### src/include/ccr_pkg.sv
// package with register map, field layout and reset values of the clock and port reset block
package ccr_pkg;

  // register byte offsets
  localparam logic [7:0] CCR_OFS_PORT_RST = 8'h2c;  // fast_bus_port_reset_request
  localparam logic [7:0] CCR_OFS_OSC_CTRL = 8'h30;  // oscillator_enable_control
  localparam logic [7:0] CCR_OFS_TREE_CFG = 8'h34;  // clock_tree_configuration

  // port reset request fields
  localparam int CCR_PRST_A   = 0;                  // port a reset request
  localparam int CCR_PRST_B   = 1;                  // port b reset request
  localparam int CCR_PRST_C   = 2;                  // port c reset request
  localparam int CCR_PRST_D   = 3;                  // port d reset request
  localparam int CCR_PRST_W   = 4;                  // stored width
  localparam logic [3:0] CCR_PRST_RST = 4'h0;       // reset value

  // oscillator control fields
  localparam int CCR_OSC_FINT_ON  = 0;              // fast internal osc on
  localparam int CCR_OSC_FEXT_ON  = 1;              // fast external osc on
  localparam int CCR_OSC_SINT_ON  = 2;              // slow internal osc on
  localparam int CCR_OSC_SEXT_ON  = 3;              // slow external osc on
  localparam int CCR_OSC_PLL_ON   = 4;              // pll on
  localparam int CCR_OSC_FINT_BYP = 8;              // fast internal filter bypass
  localparam int CCR_OSC_FEXT_BYP = 9;              // fast external bypass
  localparam int CCR_OSC_DRV_LSB  = 10;             // slow ext drive low bit
  localparam int CCR_OSC_DRV_MSB  = 12;             // slow ext drive high bit
  localparam logic [31:0] CCR_OSC_WMASK = 32'h0000_1f1f; // writable bits
  localparam logic [31:0] CCR_OSC_RST   = 32'h0000_0701; // reset value

  // clock tree configuration fields
  localparam int CCR_CFG_SRC_LSB  = 0;              // system clock source
  localparam int CCR_CFG_SRC_MSB  = 1;
  localparam int CCR_CFG_FDIV_LSB = 4;              // fast bus divider
  localparam int CCR_CFG_FDIV_MSB = 7;
  localparam int CCR_CFG_PDIV_LSB = 8;              // periph bus divider
  localparam int CCR_CFG_PDIV_MSB = 10;
  localparam int CCR_CFG_XDIV_LSB = 12;             // ext predivider
  localparam int CCR_CFG_XDIV_MSB = 13;
  localparam int CCR_CFG_PSRC     = 16;             // pll input source
  localparam int CCR_CFG_MUL_LSB  = 17;             // pll multiplier
  localparam int CCR_CFG_MUL_MSB  = 21;
  localparam int CCR_CFG_OSEL_LSB = 24;             // clock out select
  localparam int CCR_CFG_OSEL_MSB = 26;
  localparam int CCR_CFG_ODIV_LSB = 28;             // clock out divider
  localparam int CCR_CFG_ODIV_MSB = 30;
  localparam int CCR_CFG_APPLY    = 31;             // write-only apply strobe
  localparam logic [31:0] CCR_CFG_FREE_MASK = 32'h7700_07f3; // always writable
  localparam logic [31:0] CCR_CFG_PLL_MASK  = 32'h003f_3000; // only with pll off
  localparam logic [31:0] CCR_CFG_RST       = 32'h0000_0000; // reset value

  // decoded codes
  localparam logic [1:0] CCR_SRC_FINT = 2'h0;       // fast internal oscillator
  localparam logic [1:0] CCR_SRC_FEXT = 2'h1;       // divided fast external
  localparam logic [1:0] CCR_SRC_PLL  = 2'h2;       // pll
  localparam logic [3:0] CCR_FDIV_MIN = 4'h8;       // first dividing fast code
  localparam logic [3:0] CCR_FDIV_MAX = 4'hb;       // last dividing fast code
  localparam logic [2:0] CCR_PDIV_MIN = 3'h4;       // first dividing periph code

  // ahb transfer type
  localparam logic [1:0] CCR_HTRANS_NONSEQ = 2'h2;

  // bus access phase state
  typedef enum logic [1:0] {CCR_IDLE, CCR_WR, CCR_RD} ccr_phase_e;

  // latched address phase
  typedef struct packed {
    logic [7:0] addr;
    logic       write;
  } ccr_req_s;

  // clock tree settings as seen by the clock generators
  typedef struct packed {
    logic [1:0] sys_src;    // system clock source, 3 reserved
    logic [4:0] fast_log2;  // fast bus divide as power of two
    logic [4:0] periph_log2;// periph bus divide as power of two
    logic [1:0] ext_prediv; // ext predivider code
    logic       pll_src;    // pll input source
    logic [4:0] pll_mul;    // pll multiplier
    logic [2:0] out_sel;    // clock out select
    logic [2:0] out_div;    // clock out divider
  } ccr_tree_s;

endpackage

### src/rtl/ccr_top.sv
// clock control and i/o port reset registers behind an ahb-lite slave
`timescale 1ns/100ps
module ccr_top
  import ccr_pkg::*;
(
  input  wire logic        I_CLK_SYS,
  input  wire logic        I_RST_B,
  // ahb-lite slave
  input  wire logic        I_HSEL,
  input  wire logic [31:0] I_HADDR,
  input  wire logic [1:0]  I_HTRANS,
  input  wire logic        I_HWRITE,
  input  wire logic [2:0]  I_HSIZE,
  input  wire logic        I_HREADY,
  input  wire logic [31:0] I_HWDATA,
  output logic      [31:0] O_HRDATA,
  output logic             O_HREADYOUT,
  output logic             O_HRESP,
  // port resets
  output logic             O_PORT_A_RESET_REQ,
  output logic             O_PORT_B_RESET_REQ,
  output logic             O_PORT_C_RESET_REQ,
  output logic             O_PORT_D_RESET_REQ,
  // oscillator and pll controls
  output logic             O_FAST_INT_OSC_ON,
  output logic             O_FAST_EXT_OSC_ON,
  output logic             O_SLOW_INT_OSC_ON,
  output logic             O_SLOW_EXT_OSC_ON,
  output logic             O_PLL_ON,
  output logic             O_FAST_INT_OSC_FILTER_BYPASS,
  output logic             O_FAST_EXT_OSC_BYPASS,
  output logic      [2:0]  O_SLOW_EXT_OSC_DRIVE,
  // clock tree settings
  output ccr_tree_s        O_TREE,
  output logic             O_APPLY_CLOCK_CHANGE
);

  ccr_phase_e             phase_q;    // pending data phase
  ccr_phase_e             phase_d;
  ccr_req_s               req_q;      // latched address phase
  ccr_req_s               req_d;
  logic [CCR_PRST_W-1:0]  prst_q;     // port reset requests
  logic [CCR_PRST_W-1:0]  prst_d;
  logic [31:0]            osc_q;      // oscillator control
  logic [31:0]            osc_d;
  logic [31:0]            cfg_q;      // clock tree configuration
  logic [31:0]            cfg_d;
  logic                   apply_q;    // apply strobe
  logic                   apply_d;
  logic [31:0]            rdata_q;    // read data
  logic [31:0]            rdata_d;
  logic                   take;       // address phase accepted
  logic [31:0]            cfg_mask;   // writable configuration bits

  // address phase is taken when selected, nonseq and bus ready
  assign take = I_HSEL && I_HREADY && (I_HTRANS == CCR_HTRANS_NONSEQ);

  // pll fields locked while pll runs
  always_comb begin
    if (osc_q[CCR_OSC_PLL_ON]) begin
      cfg_mask = CCR_CFG_FREE_MASK;
    end else begin
      cfg_mask = CCR_CFG_FREE_MASK | CCR_CFG_PLL_MASK;
    end
  end

  // bus phase tracking and register writes
  always_comb begin
    phase_d = phase_q;
    req_d   = req_q;
    prst_d  = prst_q;
    osc_d   = osc_q;
    cfg_d   = cfg_q;
    apply_d = 1'b0;
    rdata_d = rdata_q;
    // data phase of a write stores hwdata
    if (phase_q == CCR_WR) begin
      if (req_q.addr == CCR_OFS_PORT_RST) begin
        prst_d = I_HWDATA[CCR_PRST_W-1:0];
      end else if (req_q.addr == CCR_OFS_OSC_CTRL) begin
        osc_d = I_HWDATA & CCR_OSC_WMASK;
      end else if (req_q.addr == CCR_OFS_TREE_CFG) begin
        cfg_d   = (cfg_q & ~cfg_mask) | (I_HWDATA & cfg_mask);
        apply_d = I_HWDATA[CCR_CFG_APPLY];
      end
    end
    // new address phase
    if (take) begin
      req_d.addr  = I_HADDR[7:0];
      req_d.write = I_HWRITE;
      if (I_HWRITE) begin
        phase_d = CCR_WR;
      end else begin
        phase_d = CCR_RD;
        // read data for the latched address goes out in the data phase
      end
    end else begin
      phase_d = CCR_IDLE;
    end
    // capture read data at address phase end
    if (take && !I_HWRITE) begin
      if (I_HADDR[7:0] == CCR_OFS_PORT_RST) begin
        rdata_d = {28'h0000000, prst_d};
      end else if (I_HADDR[7:0] == CCR_OFS_OSC_CTRL) begin
        rdata_d = osc_d;
      end else if (I_HADDR[7:0] == CCR_OFS_TREE_CFG) begin
        rdata_d = cfg_d;
      end else begin
        rdata_d = 32'h00000000;
      end
    end
  end

  // register all state
  always_ff @(posedge I_CLK_SYS or negedge I_RST_B) begin
    if (!I_RST_B) begin
      phase_q <= CCR_IDLE;
      req_q   <= '0;
      prst_q  <= CCR_PRST_RST;
      osc_q   <= CCR_OSC_RST;
      cfg_q   <= CCR_CFG_RST;
      apply_q <= 1'b0;
      rdata_q <= 32'h00000000;
    end else begin
      phase_q <= phase_d;
      req_q   <= req_d;
      prst_q  <= prst_d;
      osc_q   <= osc_d;
      cfg_q   <= cfg_d;
      apply_q <= apply_d;
      rdata_q <= rdata_d;
    end
  end

  // zero wait state slave, always okay
  assign O_HREADYOUT = 1'b1;
  assign O_HRESP     = 1'b0;
  assign O_HRDATA    = rdata_q;

  // oscillator and pll control outputs straight from the register
  assign O_FAST_INT_OSC_ON            = osc_q[CCR_OSC_FINT_ON];
  assign O_FAST_EXT_OSC_ON            = osc_q[CCR_OSC_FEXT_ON];
  assign O_SLOW_INT_OSC_ON            = osc_q[CCR_OSC_SINT_ON];
  assign O_SLOW_EXT_OSC_ON            = osc_q[CCR_OSC_SEXT_ON];
  assign O_PLL_ON                     = osc_q[CCR_OSC_PLL_ON];
  assign O_FAST_INT_OSC_FILTER_BYPASS = osc_q[CCR_OSC_FINT_BYP];
  assign O_FAST_EXT_OSC_BYPASS        = osc_q[CCR_OSC_FEXT_BYP];
  assign O_SLOW_EXT_OSC_DRIVE         = osc_q[CCR_OSC_DRV_MSB:CCR_OSC_DRV_LSB];
  assign O_APPLY_CLOCK_CHANGE         = apply_q;

  // port reset lines
  logic [CCR_PRST_W-1:0] port_rst;  // registered reset lines
  ccr_port_reset u_port_reset (
    .i_clk      (I_CLK_SYS),
    .i_rst_b    (I_RST_B),
    .i_req      (prst_q),
    .o_port_rst (port_rst)
  );
  assign O_PORT_A_RESET_REQ = port_rst[CCR_PRST_A];
  assign O_PORT_B_RESET_REQ = port_rst[CCR_PRST_B];
  assign O_PORT_C_RESET_REQ = port_rst[CCR_PRST_C];
  assign O_PORT_D_RESET_REQ = port_rst[CCR_PRST_D];

  // clock tree decode
  ccr_tree_decode u_tree (
    .i_clk   (I_CLK_SYS),
    .i_rst_b (I_RST_B),
    .i_cfg   (cfg_q),
    .o_tree  (O_TREE)
  );

endmodule

### src/rtl/ccr_port_reset.sv
// registered reset outputs to the four i/o ports
`timescale 1ns/100ps
module ccr_port_reset
  import ccr_pkg::*;
(
  input  wire logic                   i_clk,
  input  wire logic                   i_rst_b,
  input  wire logic [CCR_PRST_W-1:0]  i_req,
  output logic      [CCR_PRST_W-1:0]  o_port_rst
);

  logic [CCR_PRST_W-1:0] rst_q;  // registered reset lines
  logic [CCR_PRST_W-1:0] rst_d;

  // each line follows its stored request bit
  always_comb begin
    rst_d = i_req;
  end

  // register the lines
  always_ff @(posedge i_clk or negedge i_rst_b) begin
    if (!i_rst_b) begin
      rst_q <= CCR_PRST_RST;
    end else begin
      rst_q <= rst_d;
    end
  end

  assign o_port_rst = rst_q;

endmodule

### src/rtl/ccr_tree_decode.sv
// decodes the configuration register into registered clock tree settings
`timescale 1ns/100ps
module ccr_tree_decode
  import ccr_pkg::*;
(
  input  wire logic        i_clk,
  input  wire logic        i_rst_b,
  input  wire logic [31:0] i_cfg,
  output ccr_tree_s        o_tree
);

  // fast bus code to log2 divide, reserved codes pass undivided
  function automatic logic [4:0] fast_log2(input logic [3:0] code);
    if (code >= CCR_FDIV_MIN && code <= CCR_FDIV_MAX) begin
      fast_log2 = 5'(code - CCR_FDIV_MIN) + 5'h1;
    end else begin
      fast_log2 = 5'h0;
    end
  endfunction

  // periph bus code to log2 divide
  function automatic logic [4:0] periph_log2(input logic [2:0] code);
    if (code >= CCR_PDIV_MIN) begin
      periph_log2 = 5'(code - CCR_PDIV_MIN) + 5'h1;
    end else begin
      periph_log2 = 5'h0;
    end
  endfunction

  ccr_tree_s tree_q;  // registered settings
  ccr_tree_s tree_d;

  // field extraction
  always_comb begin
    tree_d             = tree_q;
    tree_d.sys_src     = i_cfg[CCR_CFG_SRC_MSB:CCR_CFG_SRC_LSB];
    tree_d.fast_log2   = fast_log2(i_cfg[CCR_CFG_FDIV_MSB:CCR_CFG_FDIV_LSB]);
    tree_d.periph_log2 = periph_log2(i_cfg[CCR_CFG_PDIV_MSB:CCR_CFG_PDIV_LSB]);
    tree_d.ext_prediv  = i_cfg[CCR_CFG_XDIV_MSB:CCR_CFG_XDIV_LSB];
    tree_d.pll_src     = i_cfg[CCR_CFG_PSRC];
    tree_d.pll_mul     = i_cfg[CCR_CFG_MUL_MSB:CCR_CFG_MUL_LSB];
    tree_d.out_sel     = i_cfg[CCR_CFG_OSEL_MSB:CCR_CFG_OSEL_LSB];
    tree_d.out_div     = i_cfg[CCR_CFG_ODIV_MSB:CCR_CFG_ODIV_LSB];
  end

  // register
  always_ff @(posedge i_clk or negedge i_rst_b) begin
    if (!i_rst_b) begin
      tree_q <= '0;
    end else begin
      tree_q <= tree_d;
    end
  end

  assign o_tree = tree_q;

endmodule

### config.mk
export PLATFORM = sky130hd
export DESIGN_NAME = ccr_top
export DESIGN_NICKNAME = d
export VERILOG_FILES = /design/src/include/ccr_pkg.sv /design/src/rtl/ccr_top.sv /design/src/rtl/ccr_port_reset.sv /design/src/rtl/ccr_tree_decode.sv
export SDC_FILE = /design/constraint.sdc
export NUM_CORES = 1
export LEC_CHECK = 0
export ABC_AREA = 1
export BUFFER_PORTS_ARGS = -buffer_cell sky130_fd_sc_hd__buf_2
export CAP_MARGIN = 20
export CORE_ASPECT_RATIO = 2
export CORE_MARGIN = 2
export CORE_UTILIZATION = 52
export CTS_CLUSTER_SIZE = 10
export DETAILED_ROUTE_END_ITERATION = 6
export PLACE_DENSITY = 0.79
export SETUP_SLACK_MARGIN = 0.15
export SYNTH_ARGS = -nofsm -noshare
export SYNTH_HDL_FRONTEND = slang
export SYNTH_HIERARCHICAL = 1
export SYNTH_SLANG_ARGS = --single-unit
### constraint.sdc
create_clock -name I_CLK_SYS -period 1.56 [get_ports I_CLK_SYS]
set_input_delay 0.156 -clock I_CLK_SYS [delete_from_list [all_inputs] [get_ports I_CLK_SYS]]
set_output_delay 0.156 -clock I_CLK_SYS [all_outputs]
set_load 0.05 [all_outputs]
* Word level (Yosys, flattened, before mapping)
Cells that the tools add are included.
Word-level totals: bits in latches 0, ROM bits 0, register bits 141, logic and storage cells 61, RAM bits 0, memories kept 0
Operators by class: $mul 0, eq/ne operators 8, multiplexer cells 21, $add $sub $neg 4, div/mod/pow operators 0, bitwise logic cells 4, shifts and indexed selects 0, reductions and logical operators 5, order comparisons 3
Operators by type and width (number):
- 32-bit 2-to-1 mux | 10
- 8-bit by 6-bit == test with 1-bit output (second input constant) | 6
- 32-bit by 31-bit bitwise AND with 32-bit output | 1
- 32-bit bitwise AND | 1
- 31-bit NOT with 32-bit output | 1
- 32-bit OR | 1
- 22-bit 2-to-1 mux | 1
- 5-bit by 1-bit adder with 5-bit output (second input constant) | 2
- 5-bit 2-to-1 mux | 2
- 4-bit 2-to-1 mux | 2
- 4-bit by 4-bit subtractor with 5-bit output (second input constant) | 1
- 4-bit greater-or-equal comparator (second input constant) | 1
- 4-bit <= comparator (second input constant) | 1
- 1-bit logical AND | 4
- 1-bit 2-to-1 mux | 4
- 2-bit 2-to-1 mux | 2
- 3-bit by 3-bit subtractor with 4-bit output (second input constant) | 1
- 3-bit greater-or-equal comparator (second input constant) | 1
- 2-bit by 1-bit == test with 1-bit output (second input constant) | 1
- 2-bit == test (second input constant) | 1
- 1-bit logical NOT | 1

* Depth between registers and ports, before layout
word-level depth 11, gate-level depth with buffers 11, gate-level depth less buffers 10

* Modules after synthesis
The synthesis kept the hierarchy.
Modules (own cells, without submodules):
- ccr_top | area an instance 4559.4 µm², cells each 519, seq. area each 2557.5 µm², instances 1
- ccr_tree_decode | area an instance 768.2 µm², cells each 48, seq. area each 650.6 µm², instances 1
- ccr_port_reset | area an instance 100.1 µm², cells each 4, seq. area each 100.1 µm², instances 1

* Worst setup path before layout
OpenSTA, ideal clock, no wires.
path type register to register, start register req_q[8] (netlist name), end register rdata_q[7], in the netlist O_HRDATA[7], buffers on the path 1, arrival time 1321 ps, path slack 118 ps, stages on the path, launching flop included 8, period minus slack after synthesis 1442 ps, path through dfrtp_1 nor2_1 nand2_1 nor3_2 nand3_2 buf_4 o211ai_2 nand2_1
On the way: longest elaborated chain between the ends 8, elaborated cells on any way between the ends 13
Ends and longest elaborated chain:
- from (decl) | RTL line ccr_top.sv:40 | ccr_req_s req_q;
- from (signal assigned) | RTL line ccr_top.sv:126 | req_q <= req_d;
- 8-bit by 6-bit == test with 1-bit output | RTL line ccr_top.sv:82 | end else if (req_q.addr == CCR_OFS_TREE_CFG) begin
- 32-bit 2-to-1 mux | RTL line ccr_top.sv:82
- 32-bit 2-to-1 mux | RTL line ccr_top.sv:80 | end else if (req_q.addr == CCR_OFS_OSC_CTRL) begin
- 32-bit 2-to-1 mux | RTL line ccr_top.sv:78 | if (req_q.addr == CCR_OFS_PORT_RST) begin
- 32-bit 2-to-1 mux | RTL line ccr_top.sv:77 | if (phase_q == CCR_WR) begin
- 32-bit 2-to-1 mux | RTL line ccr_top.sv:106 | end else if (I_HADDR[7:0] == CCR_OFS_TREE_CFG) begin
- 32-bit 2-to-1 mux * | RTL line ccr_top.sv:104 | end else if (I_HADDR[7:0] == CCR_OFS_OSC_CTRL) begin
- 32-bit 2-to-1 mux * | RTL line ccr_top.sv:102 | if (I_HADDR[7:0] == CCR_OFS_PORT_RST) begin
- to (signal assigned) | RTL line ccr_top.sv:131 | rdata_q <= rdata_d;
- to (decl) | RTL line ccr_top.sv:50 | logic [31:0] rdata_q;
Mark *: on every way between the ends. The rest lies on a longest branch, timed or not. A chain may end at the register's enable or synchronous reset.

* Worst setup path in the final report
start register req_q[3] (netlist name), end register rdata_q[26], in the netlist O_HRDATA[26]
Same word-level chain as after synthesis.

==> run metrics <==
status=finished, violations left; failing checks=setup timing; setup TNS=-0.493 ns; dominant cell type by area after synthesis=dfrtp_1; CP endpoint kind=flop; Post-Synth Simple-Gate Area=0.198; Placed Cells=830; worst skew pair latency=0.41 ns; Avg Synthesized Cell Area=9.51 um^2; drt drc=0; setup violators final=16; Yosys cell types=32; GPL Wtd Cong=0.859; critical path class=flop to flop; Post-DRT Antenna Nets=0; Clock Sinks=132; # fillers=688; Async S/R FF share, synth=1.00; fin. max-slew vios=0; CP required=1.84 ns; Die Height=148 um; Die X=76.2 um; fin crit period=1.65 ns; DR WL/cell=14.7 um; fin util=0.740; sequential fraction of the synthesis area=0.609; period utilization=1.06; Ports=149; final net count=821; Row Count=52; total track usage=0.233; Synth Area in Compound Gates=0.0890; dpl cell area=6350 um^2; layout cell share with drive strength beyond 1=0.349; number of global-route vias before repair=4,680; post-route cell area=7510 um^2; first-pass GRT wire length=20,900 um; CTS H-tree lvls=4; worst vdd ir=0.872 mV; Final Hold Vio Count=0; IO buf count=114; top cell type's share of synthesized area=0.590; post-synthesis mux area share=0; CTS tree=yes; max_slew headroom=0.646; Post-synth EDFFs=0; Synth area leaders=dfrtp_1 (59%), nand2_1 (10%), inv_1 (6.2%); Clock Skew=0.00787 ns; adder-cell share of the synthesized area=0.00922; vias per inst=4.93; most frequent cell after synthesis=nand2_1; router iterations before antenna repair=4; Worst Tran Pin Value=0.530 ns; Hold Path End=req_q[1]; Non-Filler Instances=891; Gate Count Post-Synth=571; Die ar.=11,300 um^2; Post-synth top cells=nand2_1 (150), dfrtp_1 (128), inv_1 (89); hpwl dp=8410 um; Critical Path Fanout Max=19; PwrDens=1150 nW/um^2; crit path from=req_q[3]; Leak=4.15 nW; final wirelength=13,100 um; GRT overflow=0; WP data arrival=1.94 ns; Area growth, synth to finish=38.4%; initial antenna violation count=0; CTS buffer count=17; worst r2r path cells=7; Startpoint Class=flop; Vias=4,392; Synth Flop Type=dfrtp_1; HP Class=input port to flop; Hold Path Stages=3; Root Buffer=clkbuf_16; DRT iter0 DRCs=203; Crit Reg-Reg Startpoint=req_q[3]; largest net degree at the start of global routing=59; XOR/XNOR share of the synthesized area=0; largest family of logic cells by synthesized area=simple AND/OR/NAND/NOR gates; Clock Pin Slew Worst Setup and Hold Paths=0.06 ns; yosys synthesis warning count=6; core area=10,100 um^2; # diodes=0; Worst R2R End=O_HRDATA[26]; synthesized area=5430 um^2; Max Clk Rate=0.605 GHz; #FFs+latches synth=132; final setup margin=-0.0918 ns; clk buf depth=2; Max-Cap Viols=0; starting density of the core=0.535; hold_sp=I_HADDR[0]; unrepaired setup endpoints after global routing=true; r2r setup slk=-0.09 ns
==> final cells by class <==
type	instances	area (um^2)	area share
inverters	93	357	0.0475
clock buffers	22	474	0.0631
repair buffers	173	1220	0.162
flip-flops and latches	132	3310	0.441
well taps	135	169	0.0225
clock inverters	10	148	0.0197
multi-input cells	326	1840	0.245
==> cell families (layout without fill, tap and decap cells) <==
kind of cell    after synthesis  in the layout
compound gates               74             74
other cells                   3              5
fa+ha+maj                     4              4
simple gates                243            243
flops                       132            132
buf+inv                     115            298
==> state kept, by name, indices dropped and copies added (netlist names) <==
signal / cells
O_APPLY_CLOCK_CHANGE: 1
O_HRDATA: 32
cfg_q: 23
osc_q: 32
phase_q: 2
prst_q: 4
req_q: 8
u_port_reset/o_port_rst: 4
u_tree/o_tree: 26
==> routing by layer <==
layer  part of all wire  track usage  wire [um]  vias to the layer above
met2               0.57        0.438       7500                      144
met1               0.37        0.247       4810                     2116
li1                   -            -          -                     2107
met4              0.020        0.115        267                        0
met5                  0            0          0                        -
met3              0.039       0.0437        514                       25
==> where the power goes <==
part	leakage (nW)	internal [mW]	switching [mW]
registers	1.75	3.56	0.102
logic	2.11	0.287	0.576
clock network	0.294	2.66	1.46
==> worst max-delay path, cell delays in order (launching register included) <==
cell and delay (ns):
dfrtp_1 0.46, nand3_2 0.16, nor3_4 0.21, nand3_2 0.13, buf_12 0.18, buf_6 0.12
o211ai_1 0.18, nand2_1 0.09
==> stage by stage <==
| stage | worst slack [ns] | power [mW] | hold slack (ns) |
|---|---|---|---|
| 6_report | -0.0918 | 8.64 | 0.0299 |
| 5_1_grt | -0.171 | 8.95 | 0.0325 |
| 4_1_cts | -0.00639 | 8.64 | 0.00333 |
| 3_5_place_dp | -0.0606 | 4.46 | 0.156 |
| 3_3_place_gp | -0.0419 | 4.43 | 0.149 |
| 2_1_floorplan | 0.118 | 4.17 | -0.140 |
==> placed cells by master, fill, tap and decap left out, drive strengths merged, types with 4 or more instances in the layout <==
cell           n
a21boi        17
o21ai         25
a21oi          6
buf          150
dfstp          4
o21a          10
clkbuf        22
nor2          46
nand3         30
inv           95
ha             4
o211ai        16
conb           5
nand2        151
and2           5
dfrtp        128
dlygate4sd3   23
nand4          6
==> worst max path at each step <==
stage	cells past startpoint	end
2_1_floorplan	7	O_HRDATA[7]
3_3_place_gp	9	O_HRDATA[0]
3_5_place_dp	8	O_HRDATA[9]
4_1_cts	12	O_HRDATA[0]
5_1_grt	7	O_HRDATA[6]
6_report	7	O_HRDATA[26]
==> what timing repair did <==
item,in CTS,in global routing
gates cloned,0,0
gates resized for setup,40,56
setup endpoints to repair,91,90
hold buffers,23,0
pin swaps,4,3
setup buffers,3,3
hold endpoints to repair,76,0
Power figures use the tool's default switching activity.
